===== config.mk =====
export PLATFORM = sky130hd
export DESIGN_NAME = tmr8_wave_timer
export DESIGN_NICKNAME = d
export VERILOG_FILES = /design/src/logic/tmr8_pkg.sv /design/src/logic/tmr8_wave_timer.sv
export VERILOG_INCLUDE_DIRS = /design/src /design/src/logic
export SDC_FILE = /design/constraint.sdc
export NUM_CORES = 1
export LEC_CHECK = 0
export BUFFER_PORTS_ARGS = -buffer_cell sky130_fd_sc_hd__buf_4
export CAP_MARGIN = 0
export CELL_PAD_IN_SITES_DETAIL_PLACEMENT = 2
export CELL_PAD_IN_SITES_GLOBAL_PLACEMENT = 2
export CORE_UTILIZATION = 32
export DETAILED_ROUTE_END_ITERATION = 10
export GPL_TIMING_DRIVEN = 0
export HOLD_SLACK_MARGIN = 0.15
export PLACE_DENSITY_LB_ADDON = 0.1
export SYNTH_ARGS = -nofsm -noshare
export SYNTH_HDL_FRONTEND = slang
export SYNTH_SLANG_ARGS = --single-unit
export TNS_END_PERCENT = 5

===== constraint.sdc =====
create_clock -name clock_i -period 3.44 [get_ports clock_i]
set_input_delay 0.344 -clock clock_i [delete_from_list [all_inputs] [get_ports clock_i]]
set_output_delay 0.344 -clock clock_i [all_outputs]
set_load 0.02 [all_outputs]

===== src/logic/tmr8_params.svh =====
// Constants of the 8-bit waveform timer: register offsets, field
// positions, reset values, mode and tick-source codes.
// Assumes it is included by the package and by the timer module.
`ifndef TMR8_PARAMS_SVH
`define TMR8_PARAMS_SVH

// Byte addresses of the word registers on the register bus.
`define TMR_OFS_CTRL_A  8'h00
`define TMR_OFS_CTRL_B  8'h04
`define TMR_OFS_COUNT   8'h08
`define TMR_OFS_CMP_A   8'h0C
`define TMR_OFS_CMP_B   8'h10
`define TMR_OFS_MASK    8'h14
`define TMR_OFS_STATUS  8'h18
`define TMR_AW          8

// Counter limits.
`define TMR_MAX         8'hFF
`define TMR_BOT         8'h00

// Waveform mode codes.
`define TMR_WM_NORMAL   3'h0
`define TMR_WM_PC_FF    3'h1
`define TMR_WM_CTC      3'h2
`define TMR_WM_FAST_FF  3'h3
`define TMR_WM_PC_CMPA  3'h5
`define TMR_WM_FAST_CMPA 3'h7

// Tick source codes.
`define TMR_CS_STOP     3'h0
`define TMR_CS_DIV1     3'h1
`define TMR_CS_DIV8     3'h2
`define TMR_CS_DIV64    3'h3
`define TMR_CS_DIV256   3'h4
`define TMR_CS_DIV1024  3'h5
`define TMR_CS_EXT_FALL 3'h6
`define TMR_CS_EXT_RISE 3'h7
`define TMR_PSC_W       10

// Field positions.
`define TMR_COMA_HI     7
`define TMR_COMB_HI     5
`define TMR_FOCA        7
`define TMR_FOCB        6
`define TMR_WGM2        3
`define TMR_ST_TOV      0
`define TMR_ST_CMPA     1
`define TMR_ST_CMPB     2

// Write masks, reset values and bus answers.
`define TMR_CTRL_A_WMASK 8'hF3
`define TMR_RST_BYTE    8'h00
`define TMR_RESP_OKAY   2'h0
`define TMR_RESP_SLVERR 2'h2

`endif


===== src/logic/tmr8_pkg.sv =====
// Types of the 8-bit waveform timer: the packed state record.
// Assumes tmr8_params.svh is on the include path.
`include "tmr8_params.svh"

package tmr8_pkg;

	// Whole state of the timer and its bus slave.
	typedef struct packed {
		logic [7:0]                 ctrl_a;   // Output actions and low mode bits.
		logic [3:0]                 ctrl_b;   // High mode bit and tick source.
		logic [7:0]                 cnt;      // Counter value.
		logic                       dn;       // Counting down in phase-correct mode.
		logic                       blk;      // Match blocked after a counter write.
		logic [1:0][7:0]            ocr_buf;  // Compare values as written.
		logic [1:0][7:0]            ocr_act;  // Compare values in use.
		logic [1:0]                 wave;     // Waveform outputs.
		logic [2:0]                 st;       // Sticky event flags.
		logic [2:0]                 msk;      // Interrupt mask.
		logic [`TMR_PSC_W-1:0]      psc;      // Prescaler count.
		logic                       s1;       // External pin synchroniser.
		logic                       s2;
		logic                       s3;
		logic                       ext_q;    // Filtered external pin level.
		logic                       bvalid;   // Write answer pending.
		logic [1:0]                 bresp;
		logic                       rvalid;   // Read answer pending.
		logic [1:0]                 rresp;
		logic [31:0]                rdata;
		logic [1:0]                 pin;      // Pin output levels.
		logic [1:0]                 oe;       // Pin output enables.
		logic                       irq;      // Interrupt level.
	} tmr_state_s;

endpackage


===== src/logic/tmr8_wave_timer.sv =====
// 8-bit timer with two compare channels, waveform outputs, pin
// override, prescaler, interrupt flags and an AXI4-Lite slave.
// Assumes one clock, an async active-low reset and a port block that
// supplies the normal pin level and direction bit for each channel.
//
// How it works
// - Counter runs on system clock, tick enables.
// - Nonzero action A routes wave A to pin; PWM 01 needs mode bit2.
// - Nonzero action B routes wave B to pin.
// - Non-PWM A: off, toggle, clear, set on match.
// - Fast PWM A: 01 toggles if mode bit2.
// - Phase PWM A: clear up, set down match.
// - Non-PWM B: off, toggle, clear, set on match.
// - Fast PWM B: clear match, set top; 01 reserved.
// - Phase PWM B: clear up, set down; 01 reserved.
// - Compare equal top: ignore match, act at top.
// - Mode is three bits from two registers.
// - Modes 0,2: immediate compare, overflow at max.
// - PWM: compare updated at top; overflow per mode.
// - Maximum 0xFF; top 0xFF or compare A.
// - Compare A top in modes 2,7: flag and clear next tick.
// - Control A bits 3,2 ignored, read zero.
// - Tick source: stop, divided clock, external edge.
// - Force strobe applies action outside PWM, no flag, reads zero.
//
// Added by the designer: register access over AXI4-Lite and the register offsets.
`timescale 1ns/1ps
`include "tmr8_params.svh"

module tmr8_wave_timer
	import tmr8_pkg::*;
(
	input  wire logic              clock_i,
	input  wire logic              rstn_i,
	input  wire logic [`TMR_AW-1:0] s_axi_awaddr_i,
	input  wire logic              s_axi_awvalid_i,
	output logic                   s_axi_awready_o,
	input  wire logic [31:0]       s_axi_wdata_i,
	input  wire logic [3:0]        s_axi_wstrb_i,
	input  wire logic              s_axi_wvalid_i,
	output logic                   s_axi_wready_o,
	output logic [1:0]             s_axi_bresp_o,
	output logic                   s_axi_bvalid_o,
	input  wire logic              s_axi_bready_i,
	input  wire logic [`TMR_AW-1:0] s_axi_araddr_i,
	input  wire logic              s_axi_arvalid_i,
	output logic                   s_axi_arready_o,
	output logic [31:0]            s_axi_rdata_o,
	output logic [1:0]             s_axi_rresp_o,
	output logic                   s_axi_rvalid_o,
	input  wire logic              s_axi_rready_i,
	input  wire logic              ext_tick_pin_i,
	input  wire logic [1:0]        port_out_i,
	input  wire logic [1:0]        port_dir_i,
	output logic [1:0]             wave_out_o,
	output logic [1:0]             pin_o,
	output logic [1:0]             pin_oe_o,
	output logic                   irq_o
);
	import tmr8_pkg::*;

	tmr_state_s s;        // Registered state.
	tmr_state_s n;        // Next state.

	logic       tick;     // Timer tick enable, one cycle.
	logic [2:0] mode;     // Waveform mode.
	logic       pwm;      // Either PWM mode.
	logic       fast;     // Fast PWM mode.
	logic       phase;    // Phase-correct PWM mode.
	logic [7:0] top;      // Top value of the count.
	logic       at_top;   // Counter is at top.
	logic [1:0] mt;       // Compare match on this tick.
	logic [1:0] frc;      // Force strobes.
	logic [1:0] com;      // Output action of the channel in hand.
	logic [2:0] w1c;      // Flags cleared by software.
	logic [2:0] evt;      // Flags set by hardware.
	logic       cnt_wr;   // Software writes the counter.
	logic       stable;   // External pin settled.
	logic       wr;       // Write taken.
	logic       rd;       // Read taken.
	logic [7:0] wa;       // Word-aligned write address.
	logic [7:0] ra;       // Word-aligned read address.

	// Handshake outputs follow the pending answers.
	assign wr = s_axi_awvalid_i & s_axi_wvalid_i & ~s.bvalid;
	assign rd = s_axi_arvalid_i & ~s.rvalid;
	assign s_axi_awready_o = wr;
	assign s_axi_wready_o  = wr;
	assign s_axi_arready_o = rd;
	assign wa = {s_axi_awaddr_i[`TMR_AW-1:2], 2'h0};
	assign ra = {s_axi_araddr_i[`TMR_AW-1:2], 2'h0};

	// Mode decode from both control registers.
	assign mode  = {s.ctrl_b[`TMR_WGM2], s.ctrl_a[1:0]};
	assign pwm   = mode[0];
	assign fast  = mode[1:0] == 2'h3;
	assign phase = mode[1:0] == 2'h1;
	// Top follows compare A in modes 2, 5 and 7.
	assign top = (mode == `TMR_WM_CTC || mode == `TMR_WM_PC_CMPA
		|| mode == `TMR_WM_FAST_CMPA) ? s.ocr_act[0] : `TMR_MAX;
	assign at_top = s.cnt == top;
	assign stable = s.s2 == s.s3;

	// Next-state logic for the whole block.
	always_comb
	begin
		n      = s;
		tick   = 1'b0;
		mt     = 2'h0;
		frc    = 2'h0;
		com    = 2'h0;
		w1c    = 3'h0;
		evt    = 3'h0;
		cnt_wr = 1'b0;

		// External pin passes three flops; it counts when two agree.
		n.s1 = ext_tick_pin_i;
		n.s2 = s.s1;
		n.s3 = s.s2;
		if (stable)
		begin
			n.ext_q = s.s3;
		end

		// Prescaler runs free; the tick source picks one tap.
		n.psc = s.psc + 1'b1;
		case (s.ctrl_b[2:0])
			`TMR_CS_DIV1:     tick = 1'b1;
			`TMR_CS_DIV8:     tick = &s.psc[2:0];
			`TMR_CS_DIV64:    tick = &s.psc[5:0];
			`TMR_CS_DIV256:   tick = &s.psc[7:0];
			`TMR_CS_DIV1024:  tick = &s.psc[9:0];
			`TMR_CS_EXT_FALL: tick = stable & ~s.s3 & s.ext_q;
			`TMR_CS_EXT_RISE: tick = stable & s.s3 & ~s.ext_q;
			default:          tick = 1'b0;
		endcase

		// Compare match on a tick, unless a counter write blocks it.
		for (int c = 0; c < 2; c++)
		begin
			mt[c] = tick & ~s.blk & (s.cnt == s.ocr_act[c]);
		end
		if (tick)
		begin
			n.blk = 1'b0;
		end

		// Write channel: both halves are taken together.
		if (wr)
		begin
			n.bvalid = 1'b1;
			n.bresp  = (wa <= `TMR_OFS_STATUS) ? `TMR_RESP_OKAY : `TMR_RESP_SLVERR;
			if (s_axi_wstrb_i[0])
			begin
				case (wa)
					`TMR_OFS_CTRL_A:
					begin
						// Reserved bits are never stored.
						n.ctrl_a = s_axi_wdata_i[7:0] & `TMR_CTRL_A_WMASK;
					end
					`TMR_OFS_CTRL_B:
					begin
						n.ctrl_b = s_axi_wdata_i[3:0];
						// Strobes act only outside PWM and are not stored.
						frc[0] = s_axi_wdata_i[`TMR_FOCA] & ~pwm;
						frc[1] = s_axi_wdata_i[`TMR_FOCB] & ~pwm;
					end
					`TMR_OFS_COUNT:
					begin
						n.cnt  = s_axi_wdata_i[7:0];
						n.blk  = 1'b1;
						cnt_wr = 1'b1;
					end
					`TMR_OFS_CMP_A:  n.ocr_buf[0] = s_axi_wdata_i[7:0];
					`TMR_OFS_CMP_B:  n.ocr_buf[1] = s_axi_wdata_i[7:0];
					`TMR_OFS_MASK:   n.msk = s_axi_wdata_i[2:0];
					`TMR_OFS_STATUS: w1c = s_axi_wdata_i[2:0];
					default:         n.bvalid = 1'b1;
				endcase
			end
		end
		else if (s.bvalid && s_axi_bready_i)
		begin
			n.bvalid = 1'b0;
		end

		// Read channel: the answer follows one cycle after the address.
		if (rd)
		begin
			n.rvalid = 1'b1;
			n.rresp  = `TMR_RESP_OKAY;
			n.rdata  = 32'h0000_0000;
			case (ra)
				`TMR_OFS_CTRL_A: n.rdata[7:0] = s.ctrl_a;
				`TMR_OFS_CTRL_B: n.rdata[3:0] = s.ctrl_b;
				`TMR_OFS_COUNT:  n.rdata[7:0] = s.cnt;
				`TMR_OFS_CMP_A:  n.rdata[7:0] = s.ocr_buf[0];
				`TMR_OFS_CMP_B:  n.rdata[7:0] = s.ocr_buf[1];
				`TMR_OFS_MASK:   n.rdata[2:0] = s.msk;
				`TMR_OFS_STATUS: n.rdata[2:0] = s.st;
				default:         n.rresp = `TMR_RESP_SLVERR;
			endcase
		end
		else if (s.rvalid && s_axi_rready_i)
		begin
			n.rvalid = 1'b0;
		end

		// Counter steps only on a tick; a software write wins.
		if (tick && !cnt_wr)
		begin
			if (phase)
			begin
				// Dual slope: up to top, then down to bottom.
				if (!s.dn)
				begin
					if (at_top)
					begin
						n.dn  = 1'b1;
						n.cnt = s.cnt - 8'h01;
					end
					else
					begin
						n.cnt = s.cnt + 8'h01;
					end
				end
				else if (s.cnt == `TMR_BOT)
				begin
					n.dn  = 1'b0;
					n.cnt = s.cnt + 8'h01;
					evt[`TMR_ST_TOV] = 1'b1;
				end
				else
				begin
					n.cnt = s.cnt - 8'h01;
				end
			end
			else
			begin
				n.dn = 1'b0;
				// Clear at top in CLEAR_ON_COMPARE_MODE and fast modes.
				if (at_top && mode != `TMR_WM_NORMAL)
				begin
					n.cnt = `TMR_BOT;
				end
				else
				begin
					n.cnt = s.cnt + 8'h01;
				end
				if (mode == `TMR_WM_FAST_CMPA)
				begin
					evt[`TMR_ST_TOV] = at_top;
				end
				else
				begin
					evt[`TMR_ST_TOV] = s.cnt == `TMR_MAX;
				end
			end
		end

		// Compare values: double-buffered in PWM, immediate otherwise.
		if (!pwm)
		begin
			n.ocr_act = n.ocr_buf;
		end
		else if (tick && at_top)
		begin
			n.ocr_act = s.ocr_buf;
		end

		// Waveform actions per channel; flops move on tick or force.
		for (int c = 0; c < 2; c++)
		begin
			com = (c == 0) ? s.ctrl_a[`TMR_COMA_HI -: 2] : s.ctrl_a[`TMR_COMB_HI -: 2];
			case (com)
				2'h1:
				begin
					// Toggle outside PWM; in PWM only A with mode bit 2.
					if ((!pwm || (c == 0 && mode[2])) && (mt[c] || frc[c]))
					begin
						n.wave[c] = ~s.wave[c];
					end
				end
				2'h2, 2'h3:
				begin
					if (!pwm)
					begin
						// Clear or set on match or force.
						if (mt[c] || frc[c])
						begin
							n.wave[c] = com[0];
						end
					end
					else if (fast)
					begin
						// Match drives com[0]; top drives the inverse.
						if (tick && at_top)
						begin
							n.wave[c] = ~com[0];
						end
						else if (mt[c] && s.ocr_act[c] != top)
						begin
							n.wave[c] = com[0];
						end
					end
					else
					begin
						// Up match drives com[0]; down match the inverse.
						if (tick && at_top && s.ocr_act[c] == top)
						begin
							n.wave[c] = ~com[0];
						end
						else if (mt[c] && s.ocr_act[c] != top)
						begin
							n.wave[c] = s.dn ? ~com[0] : com[0];
						end
					end
				end
				default:
				begin
					n.wave[c] = s.wave[c];
				end
			endcase

			// Pin takes the waveform while the action field is nonzero.
			// In PWM, code 01 on channel A keeps the port unless mode bit 2 is set.
			n.pin[c] = ((|com) && !(c == 0 && com == 2'h1 && pwm && !mode[2]))
				? s.wave[c] : port_out_i[c];
			n.oe[c]  = port_dir_i[c];
		end

		// Compare flags; a force strobe never sets one.
		evt[`TMR_ST_CMPA] = mt[0];
		evt[`TMR_ST_CMPB] = mt[1];
		// A new event wins over a clear in the same cycle.
		n.st  = (s.st & ~w1c) | evt;
		n.irq = |(n.st & n.msk);
	end

	// State register.
	always_ff @(posedge clock_i or negedge rstn_i)
	begin
		if (!rstn_i)
		begin
			s <= '0;
		end
		else
		begin
			s <= n;
		end
	end

	// Outputs come straight from the state register.
	assign s_axi_bvalid_o = s.bvalid;
	assign s_axi_bresp_o  = s.bresp;
	assign s_axi_rvalid_o = s.rvalid;
	assign s_axi_rresp_o  = s.rresp;
	assign s_axi_rdata_o  = s.rdata;
	assign wave_out_o     = s.wave;
	assign pin_o          = s.pin;
	assign pin_oe_o       = s.oe;
	assign irq_o          = s.irq;
endmodule // tmr8_wave_timer


* Word-level counts from Yosys, hierarchy flattened
Index checks and enable logic that the tools add are counted.
Word-level totals: memories kept 0, memory bits (read-only) 0, latch bits 0, input port bits 64, register bits 93, bits in writable memories 0
Cells by class: multipliers 0, $lt $le $gt $ge 1, add/subtract/negate cells 3, bitwise logic cells 26, reduce and logical (&&, ||, !) cells 49, div/mod/pow operators 0, eq/ne operators 48, shifts and indexed selects 0, multiplexer cells 69
Operator list (number):
- $mux W8 | 9
- $eq A8 B8 Y1 | 5
- $eq A6 B3 Y1 const B | 6
- $mux W1 | 36
- $mux W17 | 2
- $mux W16 | 2
- $mux W9 | 3
- $eq A6 B2 Y1 const B | 4
- $logic_not A8 Y1 | 3
- $pmux W3 S7 | 1
- $ne A5 B5 Y1 const B | 4
- $eq A3 B3 Y1 const B | 6
- $mux W3 | 6
- $ne A8 B8 Y1 | 2
- $pmux W4 S4 | 1
- $logic_and A1 B1 Y1 | 14
- $reduce_bool A2 Y1 | 7
- $and A1 B1 Y1 | 12
- $eq A6 B1 Y1 const B | 2
- $reduce_and A3 Y1 | 4
- $add A10 B1 Y10 const B | 1
- $eq A2 B2 Y1 const B | 5
- $mux W2 | 5
- $not A1 Y1 | 10
- 27 further kinds | 46

* Logic depth before layout (Yosys ltp)
depth after elaboration 12, depth in mapped cells 11, depth with buffers taken out 10

* Worst setup path before layout
Ideal clock, no wire load.
kind reg-to-reg, from register s (netlist bit mode[1]), to register s (netlist bit wave_out_o[1]), buffers on the path 2, library setup time 128 ps, arrival time 2539 ps, path slack 774 ps, stages on the path, launching flop included 11, clock period less this slack 2666 ps, path through dfrtp_1 > buf_4 > or3b_1 > buf_6 > a2111oi_2 > a311oi_1 > or4_1 > a21oi_1 > a21oi_1 > a31oi_1 > mux2_1
Between the ends: longest elaborated chain between the ends 11, elaborated cells on any way between the ends 21
Ends and longest elaborated chain:
- from (decl) | line tmr8_wave_timer.sv:62 | tmr_state_s s;
- from (signal assigned) | line tmr8_wave_timer.sv:349 | s <= n;
- $eq A3 B2 Y1 (no line) / $eq A3 B3 Y1 (equally long branches)
- $logic_or A1 B1 Y1 (no line) (2 in series)
- $mux W8 (no line)
- $eq A8 B8 Y1 | line tmr8_wave_timer.sv:101 | assign at_top = s.cnt == top;
- $logic_and A1 B1 Y1 | line tmr8_wave_timer.sv:297, tmr8_wave_timer.sv:309
- $logic_and A1 B1 Y1 | line tmr8_wave_timer.sv:309 | if (tick && at_top && s.ocr_act[c] == top)
- $mux W1 | line tmr8_wave_timer.sv:309
- $mux W1 | line tmr8_wave_timer.sv:294 | else if (fast)
- $mux W1 | line tmr8_wave_timer.sv:286 | if (!pwm)
- $pmux W1 S2 | line tmr8_wave_timer.sv:275 | case (com)
Parallel ways exist; a longest one is shown, timed or not. A chain may end at the register's enable or synchronous reset.

* Worst setup path after layout
from register s (netlist bit mode[2]), to register s (netlist bit wave_out_o[1])
Between the ends: longest elaborated chain between the ends 11, elaborated cells on any way between the ends 20
Ends and longest elaborated chain (line):
- $eq A3 B2 Y1 (no line) / $eq A3 B3 Y1 (equally long branches)
- $logic_or A1 B1 Y1 (no line)
- $logic_or A1 B1 Y1 (no line) (*)
- $mux W8 (no line) (*)
- $eq A8 B8 Y1 | tmr8_wave_timer.sv:101
- $logic_and A1 B1 Y1 | tmr8_wave_timer.sv:297, tmr8_wave_timer.sv:309
- $logic_and A1 B1 Y1 | tmr8_wave_timer.sv:309
- $mux W1 | tmr8_wave_timer.sv:309
- $mux W1 | tmr8_wave_timer.sv:294
- $mux W1 | tmr8_wave_timer.sv:286
- $pmux W1 S2 | tmr8_wave_timer.sv:275
Mark *: on every way between the ends. The rest lies on a longest branch, timed or not.

==> metrics.txt <==
status=completed; clock buffer count from CTS=9; worst hold slack=about 0.19 ns; arrival time at the worst endpoint=3.38 ns; # placed instances=903; peak supply drop=between 0.0002 and 0.00025 V; vias=slightly below 5000; Mapped Area=5530 µm²; First DRT Iteration DRCs=199; first-pass GRT wire length=31300 µm; CP Capture Type=flop; synth unique cells=67; cell row count=47; top-area cell type share of the netlist area=0.411; crit-path leading delay family=buffers and inverters; ant diodes=0; total grt overflow=0; largest area contributor in the netlist=dfrtp_1; Slew Limit Fails=0; H-tree lvl count=3; core area=approximately 17000 µm²; CP max stage delay=between 0.4 and 0.5 ns; critical setup path kind=flop to flop; Reg clk slew, reported paths=0.07 ns; Initial Utilization=0.330; slowest stage cell on the critical path=dfrtp_1; Final Instance Area=6670 µm²; post-layout net count=771; area grow syn2layout=20.5%; Final WS setup=0.286 ns; commonest non-fill, non-tap cell in the layout=buf_4; aggregate routed wire length=19800 µm; placed cell area=about 6300 µm²; Clock Sinks=between 90 and 100; Die Y=roughly 130 µm; # IOs=112; number of remaining DRC errors=0; final core occ=0.398; worst slew pin tran=1.21 ns; most frequent cells in the layout=buf_4 (99), dfrtp_1 (91), nand2_1 (85); crit path buf inv count=3; Hold Fails Final Rpt=0; die area=17800 µm²; Final ANT Viol Nets=0; Final Cycle Share=0.917; DP Worst Slack=-0.190 ns; synth warn=0; TritonCTS clock tree=yes; antenna violations before repair=0; Die Width=134 µm; Tmin final=3.15 ns; synthesized instance count=606; Worst-Skew Late Latency=roughly 0.35 ns; final setup fails=0; vias in the first global route=between 5000 and 6000; CP required=about 3.7 ns; Setup crit start kind=flop; max-cap viol count=0; Hold WC Path Type=input pin to flop; Root Buffer=clkbuf_16; P_leak=~0.0031 µW; area of the multi-input gates=2820 µm²; post-synthesis async set-or-reset flop share=1.00; largest net degree at the start of global routing=92; Max clock buf depth=2; Cell Pwr Density=just under 600 nW/µm²; WL/cell=roughly 21 µm; Placer Congestion=0.884; CP Cell Sequence=and2_1 > clkbuf_1 > a221oi_1 > o221a_2 > nor4_4 > buf_4 > and2_1 > buf_2 > a21o_1 > a31oi_1 > mux2_1; register area share after synthesis=0.411; Rel. slew slack=0.194; GRT Util Overall=0.232; FMAX=0.317 GHz; Yosys reg bits=91; number of synthesized flops with an enable pin=0; HPWL Detailed=14800 µm; CP most frequent cell=and2_1; top_reg_cell synth=dfrtp_1; Mapped Avg Cell Area=9.13 µm²; layout cells sized above 1=0.217; crit-path max FO=9; Area contributors post-synth=dfrtp_1 (41%), buf_4 (6.0%), nand2_1 (5.8%); RSZ-0062 raised after global routing=no; Layout Cells excl Fill=925; register area=2280 µm²; PortBufs=52; Fillers=1900; Clock Skews=0.0108 ns; vias per cell=5.30; DR pass1 iterations=4
## power by group
part,switching [µW],internal (µW),total [µW]
registers,245,1240,1480
clock network,453,603,1060
logic,805,495,1300
## flip-flops by register name, summed over array words and instances, names as in the netlist
name            flops
s                  65
s_axi_rdata_o       8
mode                3
com                 2
n                   2
pin_o               2
pin_oe_o            2
wave_out_o          2
irq_o               1
s_axi_bresp_o       1
s_axi_bvalid_o      1
s_axi_rresp_o       1
s_axi_rvalid_o      1
## metal layers
layer | GRT usage | wire (µm) | vias to the layer above
li1 | - | - | 2250
met1 | 0.300 | 8730 | 2488
met2 | 0.387 | 9620 | 122
met3 | 0.0339 | 838 | 39
met4 | 0.0991 | 615 | 0
met5 | 0 | 0 | -
## timing repair
| action | CTS | global route |
|---|---|---|
| hold endpoints to repair | 3 | 0 |
| pin swaps | 0 | 1 |
| resized for setup | 1 | 3 |
| setup buffers | 0 | 3 |
| hold buffers | 3 | 0 |
| setup endpoints to repair | 19 | 18 |
## synth_stat cells, types with 3 or more instances
cell	count
o22ai_1	4
o211ai_1	3
o21a_1	4
o21ai_1	3
a22oi_1	13
nand2b_1	3
nand2_1	86
a311oi_1	3
xor2_1	12
a211oi_1	3
a21o_1	4
buf_4	44
buf_1	3
nand3_1	14
nor2b_1	5
dfrtp_1	91
clkbuf_1	24
mux2_2	18
a22o_1	7
nor4_1	4
nand4_1	6
buf_2	4
nor3_1	12
ha_1	7
mux2i_1	15
nor2_1	51
inv_1	21
and2_1	7
o21ai_0	19
a21oi_1	22
and3_1	4
or3_1	3
xnor2_1	15
a31oi_1	19
mux2_1	10
## final cells by class
| type | instances | share of cell area |
|---|---|---|
| multi-input combinational | 443 | 0.423 |
| sequential | 91 | 0.342 |
| buffer | 76 | 0.0698 |
| timing repair buffer | 58 | 0.0664 |
| tap | 220 | 0.0413 |
| clock buffer | 12 | 0.0385 |
| inverter | 21 | 0.0118 |
| clock inverter | 4 | 0.00732 |
## path summary, 6_finish.rpt
path / startpoint / endpoint / slack, ns / depth (start not counted)
max: mode[2]$_DFFE_PN0P_ / wave_out_o[1]$_DFFE_PN0P_ / 0.29 / 11
min: s_axi_rready_i / s_axi_rvalid_o$_DFFE_PN0P_ / 0.19 / 2
max reg2reg: mode[2]$_DFFE_PN0P_ / wave_out_o[1]$_DFFE_PN0P_ / 0.29 / 11
min reg2reg: n[45]$_DFF_PN0_ / n[44]$_DFF_PN0_ / 0.36 / 0
max in group asynchronous: rstn_i / n[45]$_DFF_PN0_ / 2.43 / 1
min in group asynchronous: rstn_i / pin_oe_o[0]$_DFF_PN0_ / 0.24 / 1
## stage by stage
step	total power [µW]	TNS [ns]
floorplan	2310	0
global placement	2710	-0.626
detailed placement	2800	-2.06
CTS	3870	0
global route	4060	0
finish	3840	0
## cells by family after synthesis
family	Yosys count	share of synthesized area
fa+ha+maj	7	0.0158
simple gates	214	0.184
other cells	1	0.000678
compound gates	124	0.155
flops	91	0.411
xor+xnor	27	0.0427
mux	45	0.0922
buf+inv	97	0.0979
No activity file was read; power rests on OpenSTA's default activity.
